$ cat src/verilog/calib_odt_pkg.sv
// Package for the calibration-invert and command-bus termination registers.
// Assumes one mode-register command port and one clock domain.
package calib_odt_pkg;

   // ======================================================================
   // Mode addresses and register layout
   // ======================================================================
   localparam logic [5:0] ADDR_UPPER_INVERT  = 6'h14;
   localparam logic [5:0] ADDR_VENDOR        = 6'h15;
   localparam logic [5:0] ADDR_TERM_CTRL     = 6'h16;
   localparam logic [5:0] ADDR_PATTERN_A     = 6'h20;
   localparam logic [5:0] ADDR_PATTERN_B     = 6'h28;

   // Reset values
   localparam logic [7:0] UPPER_INVERT_RST   = 8'h55;
   localparam logic [7:0] TERM_CTRL_RST      = 8'h00;
   localparam logic [7:0] PATTERN_A_RST      = 8'h5A;
   localparam logic [7:0] PATTERN_B_RST      = 8'h3C;
   // Arbitrary neutral content for the vendor register
   localparam logic [7:0] VENDOR_RST         = 8'h00;

   // Termination-control field positions
   localparam int CTRL_TERM_LSB   = 0;
   localparam int CTRL_TERM_MSB   = 2;
   localparam int CK_OVR_BIT      = 3;
   localparam int CS_OVR_BIT      = 4;
   localparam int CA_DIS_BIT      = 5;
   localparam logic [2:0] CTRL_TERM_OFF = 3'h0;
   localparam logic [2:0] CTRL_TERM_RFU = 3'h7;
   localparam logic [2:0] CMD_TERM_OFF  = 3'h0;

   // Multipurpose command opcode that requests calibration readout
   localparam logic [6:0] MPC_READ_CALIB = 7'h43;
   // Beats per pattern in the readout burst
   localparam logic [3:0] BEATS_PER_PAT  = 4'h8;

   // Mode-register command carried on one port
   typedef struct packed {
      logic       write;
      logic       read;
      logic [5:0] addr;
      logic [7:0] data;
   } mr_cmd_s;

   // Termination enables towards the pad drivers
   typedef struct packed {
      logic [2:0] level;
      logic       ck;
      logic       cs;
      logic [5:0] ca;
   } term_out_s;

endpackage

$ cat src/verilog/set_point_store.sv
// Two copies of the termination-control byte, one per frequency set point.
// Assumes writes arrive one per cycle, on the system clock.
module set_point_store (
   // Clock and reset
   input  wire logic       clk,
   input  wire logic       rst,
   // Write and access-copy select
   input  wire logic       wrEn,
   input  wire logic       wrSel,
   input  wire logic [7:0] wrData,
   // Operating copy select
   input  wire logic       opSel,
   // Registered outputs
   output logic [7:0]      accessData,
   output logic [7:0]      operData
);
   import calib_odt_pkg::*;

   logic [7:0] copy_reg [2];

   // =====================================================================
   // Storage
   // =====================================================================
   // Only the copy named by the write select is touched
   always_ff @(posedge clk) begin
      if (rst) begin
         copy_reg[0] <= TERM_CTRL_RST;
         copy_reg[1] <= TERM_CTRL_RST;
      end else if (wrEn) begin
         copy_reg[wrSel] <= wrData;
      end
   end

   // Read data out of registers; one cycle behind the copies
   always_ff @(posedge clk) begin
      if (rst) begin
         accessData <= TERM_CTRL_RST;
         operData   <= TERM_CTRL_RST;
      end else begin
         accessData <= copy_reg[wrSel];
         operData   <= copy_reg[opSel];
      end
   end

endmodule // set_point_store

$ cat src/verilog/calib_odt_regs.sv
// Calibration-invert and command-bus termination mode registers.
// Assumes decoded mode-register and multipurpose commands on clk,
// and a command-termination pad that arrives asynchronously.
//
// Operation
// - Invert bit set flips its upper lane
// - Bits 0-7 map to lanes 8-15
// - Invert register resets to 55 hex
// - Upper mask lane never inverted
// - No bus inversion during calibration readout
// - Invert register write-only at 14 hex
// - 15 hex is vendor-specific register
// - Termination register at 16 hex, resets 0
// - Controller termination code, 111 reserved
// - Clock override terminates clock inputs
// - Chip-select override terminates chip select
// - CA terminates on pad high, valid setting
// - CA disable bit forces termination off
// - Access reaches write-set-point copy only
// - Operation uses operating-set-point copy only
// - Termination holds in all power states
// - Calibration readout returns A then B
// - Patterns reset to 5A and 3C
module calib_odt_regs (
   // Clock and reset
   input  wire logic                    clk,
   input  wire logic                    rst,
   // Mode-register command port
   input  wire calib_odt_pkg::mr_cmd_s  mrCmd,
   output logic                         mrReadValid,
   output logic [7:0]                   mrReadData,
   // Multipurpose command port
   input  wire logic                    mpcValid,
   input  wire logic [6:0]              mpcOp,
   // Settings held in other mode registers
   input  wire logic [2:0]              commandBusTerminationSetting,
   input  wire logic                    writeSetPointSelect,
   input  wire logic                    operatingSetPointSelect,
   input  wire logic                    readDbiEnable,
   input  wire logic [7:0]              lowerByteCalibInvert,
   // Pad
   input  wire logic                    commandTerminationPad,
   // Calibration readout
   output logic                         calibValid,
   output logic [7:0]                   calibLowerDq,
   output logic [7:0]                   calibUpperDq,
   output logic [1:0]                   calibMaskLane,
   output logic                         calibDbiActive,
   // Termination control
   output calib_odt_pkg::term_out_s     termOut,
   output logic                         controllerTermReserved
);
   import calib_odt_pkg::*;

   typedef enum logic [2:0] {
      ST_IDLE  = 3'b001,
      ST_PAT_A = 3'b010,
      ST_PAT_B = 3'b100
   } burst_e;

   logic [7:0] upperInvert_reg;
   logic [7:0] vendor_reg;
   logic [7:0] patternA_reg;
   logic [7:0] patternB_reg;
   logic [7:0] termAccess;
   logic [7:0] termOper;
   logic       padMeta_reg;
   logic       padSync_reg;
   logic       termWrite;
   logic       rdPending_reg;
   logic [7:0] rdData_next;
   burst_e     burst_reg;
   burst_e     burst_next;
   logic [3:0] beat_reg;
   logic       cmdTermValid;
   logic       caTerm;

   // One lane byte of readout: pattern XOR mask, no bus inversion
   function automatic logic [7:0] calib_byte(input logic [7:0] pat,
                                             input logic [7:0] mask);
      return pat ^ mask;
   endfunction

   // =====================================================================
   // Register writes
   // =====================================================================
   // invert write
   always_ff @(posedge clk) begin
      if (rst)
         upperInvert_reg <= UPPER_INVERT_RST;
      else if (mrCmd.write && mrCmd.addr == ADDR_UPPER_INVERT)
         upperInvert_reg <= mrCmd.data;
   end

   always_ff @(posedge clk) begin
      if (rst)
         vendor_reg <= VENDOR_RST;
      else if (mrCmd.write && mrCmd.addr == ADDR_VENDOR)
         vendor_reg <= mrCmd.data;
   end

   always_ff @(posedge clk) begin
      if (rst) begin
         patternA_reg <= PATTERN_A_RST;
         patternB_reg <= PATTERN_B_RST;
      end else if (mrCmd.write) begin
         if (mrCmd.addr == ADDR_PATTERN_A)
            patternA_reg <= mrCmd.data;
         else if (mrCmd.addr == ADDR_PATTERN_B)
            patternB_reg <= mrCmd.data;
      end
   end

   // byte-select bits stored as written; controller keeps them zero
   assign termWrite = mrCmd.write && (mrCmd.addr == ADDR_TERM_CTRL);

   set_point_store uStore (
      .clk        (clk),
      .rst        (rst),
      .wrEn       (termWrite),
      .wrSel      (writeSetPointSelect),
      .wrData     (mrCmd.data),
      .opSel      (operatingSetPointSelect),
      .accessData (termAccess),
      .operData   (termOper)
   );

   // =====================================================================
   // Mode-register read
   // =====================================================================
   // Answer comes two cycles after the request so the store can settle;
   // the invert register is write-only and reads back as zero.
   always_comb begin
      rdData_next = 8'h00;
      if (mrCmd.addr == ADDR_VENDOR)
         rdData_next = vendor_reg;
      else if (mrCmd.addr == ADDR_TERM_CTRL)
         rdData_next = 8'h00;
   end

   logic [5:0] rdAddr_reg;
   logic [7:0] rdHold_reg;
   always_ff @(posedge clk) begin
      if (rst) begin
         rdPending_reg <= 1'b0;
         rdAddr_reg    <= 6'h00;
         rdHold_reg    <= 8'h00;
      end else begin
         rdPending_reg <= mrCmd.read;
         rdAddr_reg    <= mrCmd.addr;
         rdHold_reg    <= rdData_next;
      end
   end

   always_ff @(posedge clk) begin
      if (rst) begin
         mrReadValid <= 1'b0;
         mrReadData  <= 8'h00;
      end else begin
         mrReadValid <= rdPending_reg;
         if (rdPending_reg)
            mrReadData <= (rdAddr_reg == ADDR_TERM_CTRL) ? termAccess
                                                         : rdHold_reg;
      end
   end

   // =====================================================================
   // Calibration readout burst
   // =====================================================================
   // A then B
   always_comb begin
      burst_next = burst_reg;
      case (burst_reg)
         ST_IDLE:
            if (mpcValid && mpcOp == MPC_READ_CALIB)
               burst_next = ST_PAT_A;
         ST_PAT_A:
            if (beat_reg == BEATS_PER_PAT - 4'h1)
               burst_next = ST_PAT_B;
         ST_PAT_B:
            if (beat_reg == BEATS_PER_PAT - 4'h1)
               burst_next = ST_IDLE;
         default:
            burst_next = ST_IDLE;
      endcase
   end

   always_ff @(posedge clk) begin
      if (rst) begin
         burst_reg <= ST_IDLE;
         beat_reg  <= 4'h0;
      end else begin
         burst_reg <= burst_next;
         if (burst_reg == ST_IDLE || beat_reg == BEATS_PER_PAT - 4'h1)
            beat_reg <= 4'h0;
         else
            beat_reg <= beat_reg + 4'h1;
      end
   end

   // Data out of flops; each beat repeats the pattern with masks applied
   always_ff @(posedge clk) begin
      if (rst) begin
         calibValid    <= 1'b0;
         calibLowerDq  <= 8'h00;
         calibUpperDq  <= 8'h00;
         calibMaskLane <= 2'b00;
      end else begin
         calibValid <= (burst_next != ST_IDLE);
         if (burst_next == ST_PAT_A) begin
            calibLowerDq  <= calib_byte(patternA_reg, lowerByteCalibInvert);
            calibUpperDq  <= calib_byte(patternA_reg, upperInvert_reg);
            calibMaskLane <= {patternA_reg[0], patternA_reg[0]};
         end else if (burst_next == ST_PAT_B) begin
            calibLowerDq  <= calib_byte(patternB_reg, lowerByteCalibInvert);
            calibUpperDq  <= calib_byte(patternB_reg, upperInvert_reg);
            calibMaskLane <= {patternB_reg[0], patternB_reg[0]};
         end
      end
   end

   // no inversion: the enable is masked for the whole readout burst
   assign calibDbiActive = readDbiEnable && (burst_reg == ST_IDLE);

   // =====================================================================
   // Termination
   // =====================================================================
   // Pad is asynchronous: two flops before use
   always_ff @(posedge clk) begin
      if (rst) begin
         padMeta_reg <= 1'b0;
         padSync_reg <= 1'b0;
      end else begin
         padMeta_reg <= commandTerminationPad;
         padSync_reg <= padMeta_reg;
      end
   end

   assign cmdTermValid = (commandBusTerminationSetting != CMD_TERM_OFF);

   assign caTerm = !termOper[CA_DIS_BIT] && padSync_reg && cmdTermValid;

   // no power-state gating: enables depend only on settings and pad
   always_comb begin
      termOut.level = commandBusTerminationSetting;
      termOut.ck    = cmdTermValid && (termOper[CK_OVR_BIT] || padSync_reg);
      termOut.cs    = cmdTermValid && (termOper[CS_OVR_BIT] || padSync_reg);
      termOut.ca    = {6{caTerm}};
   end

   assign controllerTermReserved =
      (termOper[CTRL_TERM_MSB:CTRL_TERM_LSB] == CTRL_TERM_RFU);

endmodule // calib_odt_regs

$ cat config.mk
export PLATFORM = sky130hd
export DESIGN_NAME = calib_odt_regs
export DESIGN_NICKNAME = d
export VERILOG_FILES = /design/src/verilog/calib_odt_pkg.sv /design/src/verilog/set_point_store.sv /design/src/verilog/calib_odt_regs.sv
export SDC_FILE = /design/constraint.sdc
export NUM_CORES = 1
export LEC_CHECK = 0
export ABC_AREA = 1
export ABC_CLOCK_PERIOD_IN_PS = 2000
export BUFFER_PORTS_ARGS = -buffer_cell sky130_fd_sc_hd__buf_4
export CAP_MARGIN = 30
export CORE_ASPECT_RATIO = 0.8
export CORE_MARGIN = 4
export CORE_UTILIZATION = 30
export DETAILED_ROUTE_END_ITERATION = 10
export PLACE_DENSITY_LB_ADDON = 0.12
export SYNTH_ARGS = -nofsm -noshare
export SYNTH_HDL_FRONTEND = slang
export SYNTH_SLANG_ARGS = --single-unit
$ cat constraint.sdc
create_clock -name clk -period 2 [get_ports clk]
set_input_delay 0.4 -clock clk [delete_from_list [all_inputs] [get_ports clk]]
set_output_delay 0.4 -clock clk [all_outputs]
set_load 0.02 [all_outputs]
# After elaboration in Yosys (flattened, before gate mapping)
# Memory sizes are Yosys's and may differ from the RTL's. A register that Yosys moved wholly into a read port is not among the register bits.
# Index checks and enable logic that the tools add are counted.
totals:
  register_bits: 84
  mem_bits_rw: 16
  in_bits: 41
  output_inout_bits: 41
  elab_cells: 79
  memories: 1
op_classes:
  add_sub_neg: 1
  eq_ne: 15
  muxes: 19
  bitwise_logic: 6
  reduce_logical: 20
mem_list:
  columns: ["name", "words", "width", "rd", "rd_clocked_by_memory_dff", "wr", "line", "rtl"]
  rows:
  - ["uStore.copy_reg", 2, 8, 2, 2, 2, "set_point_store.sv:19", "logic [7:0] copy_reg [2];"]
op_table:
  columns: ["cell", "count"]
  rows:
  - ["2-to-1 mux 8 bit", 6]
  - ["bitwise XOR 8 bit", 4]
  - ["== test 6 x 5 -> 1 bit (second input constant)", 4]
  - ["== test 6 bit (second input constant)", 2]
  - ["== test 3 bit (second input constant)", 3]
  - ["logical AND 1 bit", 9]
  - ["2-to-1 mux 3 bit", 3]
  - ["one-hot mux 3 bit (3 select lines)", 1]
  - ["OR reduction 8 bit", 1]
  - ["== test 7 bit (second input constant)", 1]
  - ["2-to-1 mux 1 bit", 7]
  - ["== test 3 x 2 -> 1 bit (second input constant)", 2]
  - ["adder 4 x 1 -> 4 bit (second input constant)", 1]
  - ["== test 4 x 3 -> 1 bit (second input constant)", 1]
  - ["2-to-1 mux 2 bit", 2]
  - ["OR reduction 2 bit", 2]
  - ["== test 3 x 1 -> 1 bit (second input constant)", 1]
  - ["logical OR 1 bit", 3]
  - ["inequality test 3 x 1 -> 1 bit (second input constant)", 1]
  - ["AND reduction 3 bit", 1]
  - ["nonzero test 3 bit", 1]
  - ["inverter 1 bit", 2]
  - ["AND reduction 2 bit", 1]
  - ["nonzero test 2 bit", 1]
  - ["logical NOT 1 bit", 1]

# Longest topological paths before layout
# Gate-level depths: netlist of the first run.
logic_depth:
  word_depth: 7
  depth_mapped: 12
  depth_no_buf: 11

# By module
# Synthesis of the first run repeated with hierarchy kept, for this count alone.
unflattened:
  hier_cells: 656
  hier_area_um2: 5094.9
modules_own_cells:
  columns: ["module", "n_inst", "cells_per_inst", "area_each_um2", "seq_area_each_um2"]
  rows:
  - ["calib_odt_regs", 1, 516, 3804.9, 1661.6]
  - ["set_point_store", 1, 140, 1290.0, 800.8]

# Least setup slack after synthesis of the first run
# No wires, ideal clock.
synth_timing:
  path_type: "in2reg"
  startpoint: "input port mrCmd[10] in the netlist's numbering"
  endpoint: "memory uStore.copy_reg[0][0], enable pin"
  setup_ns: 0.329
  t_arrival_ns: 1.363
  t_required_ns: 1.671
  setup_slack_ns: 0.308
  cell_stages: 6
  n_path_buf: 0
  cell_sequence: "inv_1 -> nor3_2 -> nand2_1 -> nor4_2 -> nand2_1 -> nand2_1"
synth_lines:
  columns: ["element", "line", "rtl"]
  rows:
  - ["start: declaration", "calib_odt_regs.sv:29", "input wire calib_odt_pkg::mr_cmd_s mrCmd,"]
  - ["end: declaration", "set_point_store.sv:19", null]

# Worst setup path after layout of the first run
layout_timing:
  startpoint: "register burst_reg[0]"
  endpoint: "output port calibDbiActive"
layout_between:
  elab_chain_len: 2
layout_rtl:
  columns: ["element", "line", "rtl"]
  rows:
  - ["start: declaration", "calib_odt_regs.sv:72", "burst_e burst_reg;"]
  - ["start signal: assignment", "calib_odt_regs.sv:193", "burst_reg <= burst_next;"]
  - ["== test 3 x 1 -> 1 bit", "calib_odt_regs.sv:223", "assign calibDbiActive = readDbiEnable && (burst_reg == ST_IDLE);"]
  - ["logical AND 1 bit", "calib_odt_regs.sv:223", null]
  - ["end: declaration", "calib_odt_regs.sv:48", "output logic calibDbiActive,"]
# Every way passes these cells.

==> results_dict.tcl, run 1 <==
set metrics [dict create \
    ir_worst_vdd_mv 0.5276 \
    p_leak_nw 3.151 \
    dpl.cell_count 907 \
    port_buffers 81 \
    syn-num-nets 671 \
    p_per_area_nw_per_um2 941.3 \
    die_x_um 151.2 \
    ant_nets 0 \
    dr_wl_met3_um 667 \
    min_from "mrCmd[14]" \
    cts_root_buffer "clkbuf_16" \
    cts_tree "done" \
    crit_fanout 3 \
    fin_ws_ps 231.8 \
    max_freq_mhz 565.6 \
    clk_latency_ps 410 \
    diodes 0 \
    vias_per_cell 4.475 \
    initial_utilization_pct 30.94 \
    instances_no_fill 939 \
    critPathLaunch "burst_reg[0]$_SDFF_PP1_" \
    drive_gt1_share_pct 21.27 \
    utilization_pct 40.13 \
    netlist_instances 629 \
    setup_violations 0 \
    cts_resized 1 \
    die_area_um2 18530 \
    drt-met1-wl_mm 5.761 \
    finClkSkew_ps 8.346 \
    relSlewSlack_pct 67.13 \
    cp-start-kind "flop" \
    status "complete, no violations" \
    worst_pin_slew_ps 492.4 \
    grt_usage_pct 13.61 \
    grt_pass1_wl_mm 19.55 \
    arrival_ps 1370 \
    rows 41 \
    h-tree-depth 4 \
    drtPass1Iterations 5 \
    fin_crit_ps 1768 \
    worstPathRequired_ps 1600 \
    overflow 0 \
    dp_hpwl_mm 8.881 \
    drt-initial-drc-count 220 \
    ys_ff_latch 113 \
    largest_register_ffs 16 \
    grt_setup_unrepaired "false" \
    drcViolationCount 0 \
    path_clk_slew_ps 60 \
    routed_wl_mm 11.99 \
    place_ws_ps 144.5 \
    finalSetupTns_ps 0 \
    ctsHoldBuffers 0 \
    p_int_mw 4.742 \
    netlist_area_um2 4920 \
    p_clk_share_pct 54.7 \
    met2_wirelength_mm 5.365 \
    sw_frac_of_total_pct 21.04 \
    clkSinkCount 113 \
    power_mw 6.006 \
    fin_nets 753 \
    cts_max_path_buffers 2 \
    seqPwrFrac_pct 39.9 \
    p_comb_share_pct 5.4 \
    avgSynthCellArea_um2 7.821 \
    coreArea_um2 15900 \
    numCtsBuffers 17 \
    post-cts-setup-buffer-count 0 \
    ios 82 \
    grt_antenna_before_repair 0 \
    first_global_vias 4138 \
    crit_path_end_kind "output pin" \
    route.vias.total 4202 \
    hold_path.class "input port to flop" \
    timing.rr.start "beat_reg[0]$_SDFF_PP0_" \
    ys_warn_count 0 \
    timing.final.crit_share_pct 88.41 \
    max_cap_viol_count 0 \
    area_delta_synth_final_pct 29.70 \
    route.top_layer_used "met4" \
    yosysUniqueCellTypes 36 \
    seq_area_frac_synth_pct 49.24 \
    worst-setup-path-type "flop to output pin" \
    power_switching_mw 1.264 \
    place.gp.congestion 0.7682 \
    die_y_um 122.5 \
    routedWlPerCell_um 12.77 \
    drv_slew 0 \
    grt_max_degree 57 \
    hold_viol 0 \
]
worst paths after layout:
kind	endpoint	slack, ps	cells after the start
max reg2reg	calibMaskLane[0]$_SDFFE_PP0P_	330	9
max	calibDbiActive	230	5
min	rdPending_reg$_SDFF_PP0_	180	3
min reg2reg	padSync_reg$_SDFF_PP0_	420	2
area by class of cell:
class	instances	area [µm²]
fill	1641	9522
timing repair buffer	95	725.7
tap	215	269.0
multi-input combinational	361	1843
clock buffer	25	538.0
inverter	123	466.7
clock inverter	7	116.4
sequential	113	2422
worst max-delay path: stages, from the launching register on:
cell and delay, ps:
dfxtp_1 400, nand2_1 120, nor2_4 130, inv_1 80, nor2_1 80, buf_4 140
placed cells by master, fill, tap and decap left out, types with 2 or more instances in the layout:
cell / netlist / routed
o21ai_0: 43 / 43
nand2_8: 2 / 2
clkbuf_1: 13 / 2
or2_2: 8 / 8
nand3_1: 69 / 69
a21oi_1: 21 / 21
inv_1: 111 / 110
clkbuf_8: 0 / 4
buf_4: 10 / 94
o211ai_1: 12 / 12
nand4_1: 3 / 3
edfxtp_1: 16 / 16
bufinv_16: 0 / 3
dfxtp_1: 97 / 97
a31o_2: 8 / 8
nand3b_1: 16 / 16
clkinv_2: 0 / 2
nor2_1: 83 / 83
nand2_1: 82 / 82
clkbuf_16: 0 / 19
clkinv_1: 10 / 11
stage by stage:
stage	hold WS (ps)	cell area (µm²)
final	184.8	6381
after detailed placement	405.1	5722
after floorplan	388.3	4920
after global placement	407.7	5722
after global routing	208.0	6381
after CTS	175.7	6381
power by group through the flow:
stage | combinational [mW] | clock [mW] | sequential [mW]
4_1_cts | 0.327 | 3.35 | 2.40
6_report | 0.322 | 3.29 | 2.40
2_1_floorplan | 0.163 | 0 | 2.44
5_1_grt | 0.361 | 3.46 | 2.40
3_3_place_gp | 0.320 | 0 | 2.44
3_5_place_dp | 0.325 | 0 | 2.44
routing by layer:
metal,track usage [%],up-vias
li1,-,2150
met1,18.00,1937
met2,20.94,96
met3,3.654,19
met4,5.946,0
met5,0,-
logic make-up after synthesis:
| family | share of synthesized area (%) |
|---|---|
| AO/OA/AOI/OAI | 10.10 |
| XOR/XNOR | 0.3561 |
| adder cells (fa/ha/maj) | 0.2543 |
| buffers and inverters | 13.40 |
| flip-flops | 49.24 |
| AND/OR/NAND/NOR | 26.65 |
Yosys cell counts:
cell	instances	share of area, %
a31o_2	8	1.4
nand2_8	2	0.81
nand3_1	69	7.0
nor4_2	1	0.25
inv_1	111	8.5
dfxtp_1	97	39
nor3_1	1	0.10
and3_1	1	0.13
buf_4	10	1.5
inv_6	1	0.18
nor2_1	83	6.3
buf_2	4	0.41
buf_6	4	0.92
nor3b_1	1	0.15
clkinv_1	10	0.76
nor3_4	1	0.33
a21oi_1	21	2.1
xnor2_1	1	0.18
nand3b_4	1	0.41
o21ai_0	43	4.4
edfxtp_1	16	9.8
nor2_4	1	0.23
nand2_4	1	0.23
inv_2	1	0.076
nand4_1	3	0.38
xor2_1	1	0.18
o21ai_4	1	0.33
nand2_1	82	6.3
nand3_4	1	0.36
clkbuf_1	13	0.99
buf_1	1	0.076
nor3_2	1	0.20
nand3b_1	16	2.4
or2_2	8	1.0
ha_1	1	0.25
o211ai_1	12	1.8
(Power assumes the default switching activity.)
==> run 2: changes to the inputs <==
Settings changed: RECOVER_POWER set to 25.
==> run 2 against run 1 <==
Compared with the run above:
- register-to-register slack about the same
- flip-flop and latch count unchanged
- via count fell by 0.95%
- critical path type unchanged
- non-clock buffer count is the same
- first-iteration DRC count shrank 1.4%
- hold slack improved by 3.2 ps
- utilization is 0.27 points lower
==> results_dict.tcl, run 2 (synthesis gave the netlist of run 1 again) <==
set metrics [dict create \
    status "complete, no violations" \
    routedWlPerCell_um 12.80 \
    initial_utilization_pct 30.94 \
    hold_path.class "input port to flop" \
    post-cts-setup-buffer-count 0 \
    worst_pin_slew_ps 767.9 \
    crit_fanout 3 \
    coreArea_um2 15900 \
    first_global_vias 4138 \
    max_cap_viol_count 0 \
    hold_viol 0 \
    relSlewSlack_pct 48.80 \
    fin_crit_ps 1772 \
    area_delta_synth_final_pct 28.84 \
    slowest_stage "dfxtp_1" \
    fin_ws_ps 228.0 \
    drcViolationCount 0 \
    dp_hpwl_mm 8.881 \
    p_per_area_nw_per_um2 946.2 \
    ant_nets 0 \
    crit_chain "nand2_1 -> nor2_4 -> inv_1 -> nor2_1 -> buf_4" \
    grt_pass1_wl_mm 19.55 \
    sw_frac_of_total_pct 21.03 \
    min_from "mrCmd[14]" \
    cp_slowest_stage_delay_ps 400 \
    p_comb_share_pct 5.2 \
    worst-setup-path-type "flop to output pin" \
    die_x_um 151.2 \
    place_ws_ps 144.5 \
    fillers 1650 \
    r2r_end "calibMaskLane[0]$_SDFFE_PP0P_" \
    clk_latency_ps 410 \
    power_switching_mw 1.261 \
    die_y_um 122.5 \
    timing.final.crit_share_pct 88.60 \
    port_buffers 81 \
    gr-usage-met2_pct 20.94 \
    routed_wl_mm 12.02 \
    setup_violations 0 \
    post_dp_cell_area_um2 5722 \
    place.gp.congestion 0.7682 \
    largest_register_ffs 16 \
    finClkSkew_ps 8.244 \
    worstPathRequired_ps 1600 \
    min_to "rdPending_reg$_SDFF_PP0_" \
    fin_nets 753 \
    min_path_cells 3 \
    clkSinkCount 113 \
    grt_antenna_before_repair 0 \
    timing.rr.start "beat_reg[0]$_SDFF_PP0_" \
    instances_no_fill 939 \
    cp-start-kind "flop" \
    mostFrequentLayoutCells "110 x inv_1, 97 x dfxtp_1, 83 x nor2_1, 83 x buf_4, 82 x nand2_1" \
    p_clk_share_pct 54.8 \
    cts_max_path_buffers 2 \
    grt_util_met1_pct 18.00 \
    drive_gt1_share_pct 19.75 \
    path_clk_slew_ps 60 \
    p_leak_nw 3.115 \
    cts_tree "done" \
    busiest_layer "met2" \
    crit_path_end_kind "output pin" \
    drtPass1Iterations 5 \
    vias_per_cell 4.432 \
    rrSetupSlack_ps 330 \
    cts_root_buffer "clkbuf_16" \
    max_freq_mhz 564.3 \
    use_met3_pct 3.654 \
    seqPwrFrac_pct 40.0 \
    ir_worst_vdd_mv 0.5190 \
    ios 82 \
    overflow 0 \
    arrival_ps 1370 \
    layout_commonest_cell "inv_1" \
    finalSetupTns_ps 0 \
    drv_slew 0 \
    die_area_um2 18530 \
    h-tree-depth 4 \
    final_cell_area_um2 6339 \
    ff2ff_path_depth 9 \
    route.vias.total 4162 \
    numCtsBuffers 17 \
    p_int_mw 4.736 \
    grt_usage_pct 13.61 \
    grt_max_degree 57 \
    diodes 0 \
    grt_setup_unrepaired "false" \
    drt-initial-drc-count 217 \
    dpl.cell_count 907 \
    rows 41 \
]
## run 2: cell type report
class	instances	area [µm²]	area share, %
clock buffer	25	538.0	8.488
clock inverter	7	116.4	1.836
inverter	123	466.7	7.363
multi-input combinational	361	1838	29.00
sequential	113	2422	38.22
tap	215	269.0	4.244
timing repair buffer	95	688.2	10.86
## run 2: how the worst max path moves through the flow
stage                       startpoint                                   to  slack (ps)  cells past startpoint
6_report       burst_reg[0]$_SDFF_PP1_                       calibDbiActive         230                      5
5_1_grt        burst_reg[0]$_SDFF_PP1_                       calibDbiActive         110                      5
4_1_cts        burst_reg[0]$_SDFF_PP1_                       calibDbiActive         200                      5
3_5_place_dp                 mrCmd[13]  uStore.copy_reg[0][2]$_SDFFCE_PN0P_         140                      9
3_3_place_gp                 mrCmd[13]  uStore.copy_reg[0][2]$_SDFFCE_PN0P_         170                      9
2_1_floorplan                mrCmd[10]  uStore.copy_reg[0][0]$_SDFFCE_PN0P_         310                      6
## run 2: power by group through the flow
| stage | combinational (mW) | sequential (mW) | clock (mW) |
|---|---|---|---|
| 5_1_grt | 0.354 | 2.40 | 3.46 |
| 6_report | 0.314 | 2.40 | 3.29 |
| 3_3_place_gp | 0.320 | 2.44 | 0 |
| 4_1_cts | 0.327 | 2.40 | 3.35 |
| 3_5_place_dp | 0.325 | 2.44 | 0 |
| 2_1_floorplan | 0.163 | 2.44 | 0 |
## run 2: critical path: cells and delay by family, from the launching register on
kind / cells / cell delay [ps]
AND/OR/NAND/NOR: 3 / 330
buffers and inverters: 2 / 220
flip-flops: 1 / 400
## run 2: metal layers
| layer | vias up | part of all wire, % |
|---|---|---|
| li1 | 2146 | - |
| met1 | 1927 | 49 |
| met2 | 77 | 45 |
| met3 | 12 | 4.9 |
| met4 | 0 | 1.1 |
| met5 | - | 0 |
## run 2: repair_timing
action / 4_1_cts / 5_1_grt
setup endpoints to repair: 6 / 0
resized for setup: 1 / 0
hold buffers: 0 / 0
## run 2: per-stage QoR
step | power (mW) | hold WS (ps) | util (%)
4_1_cts | 6.076 | 175.7 | 40.13
5_1_grt | 6.217 | 208.0 | 39.86
3_5_place_dp | 2.769 | 405.1 | 35.98
2_1_floorplan | 2.607 | 388.3 | -
3_3_place_gp | 2.764 | 407.7 | 35.98
6_report | 5.998 | 188.0 | 39.86
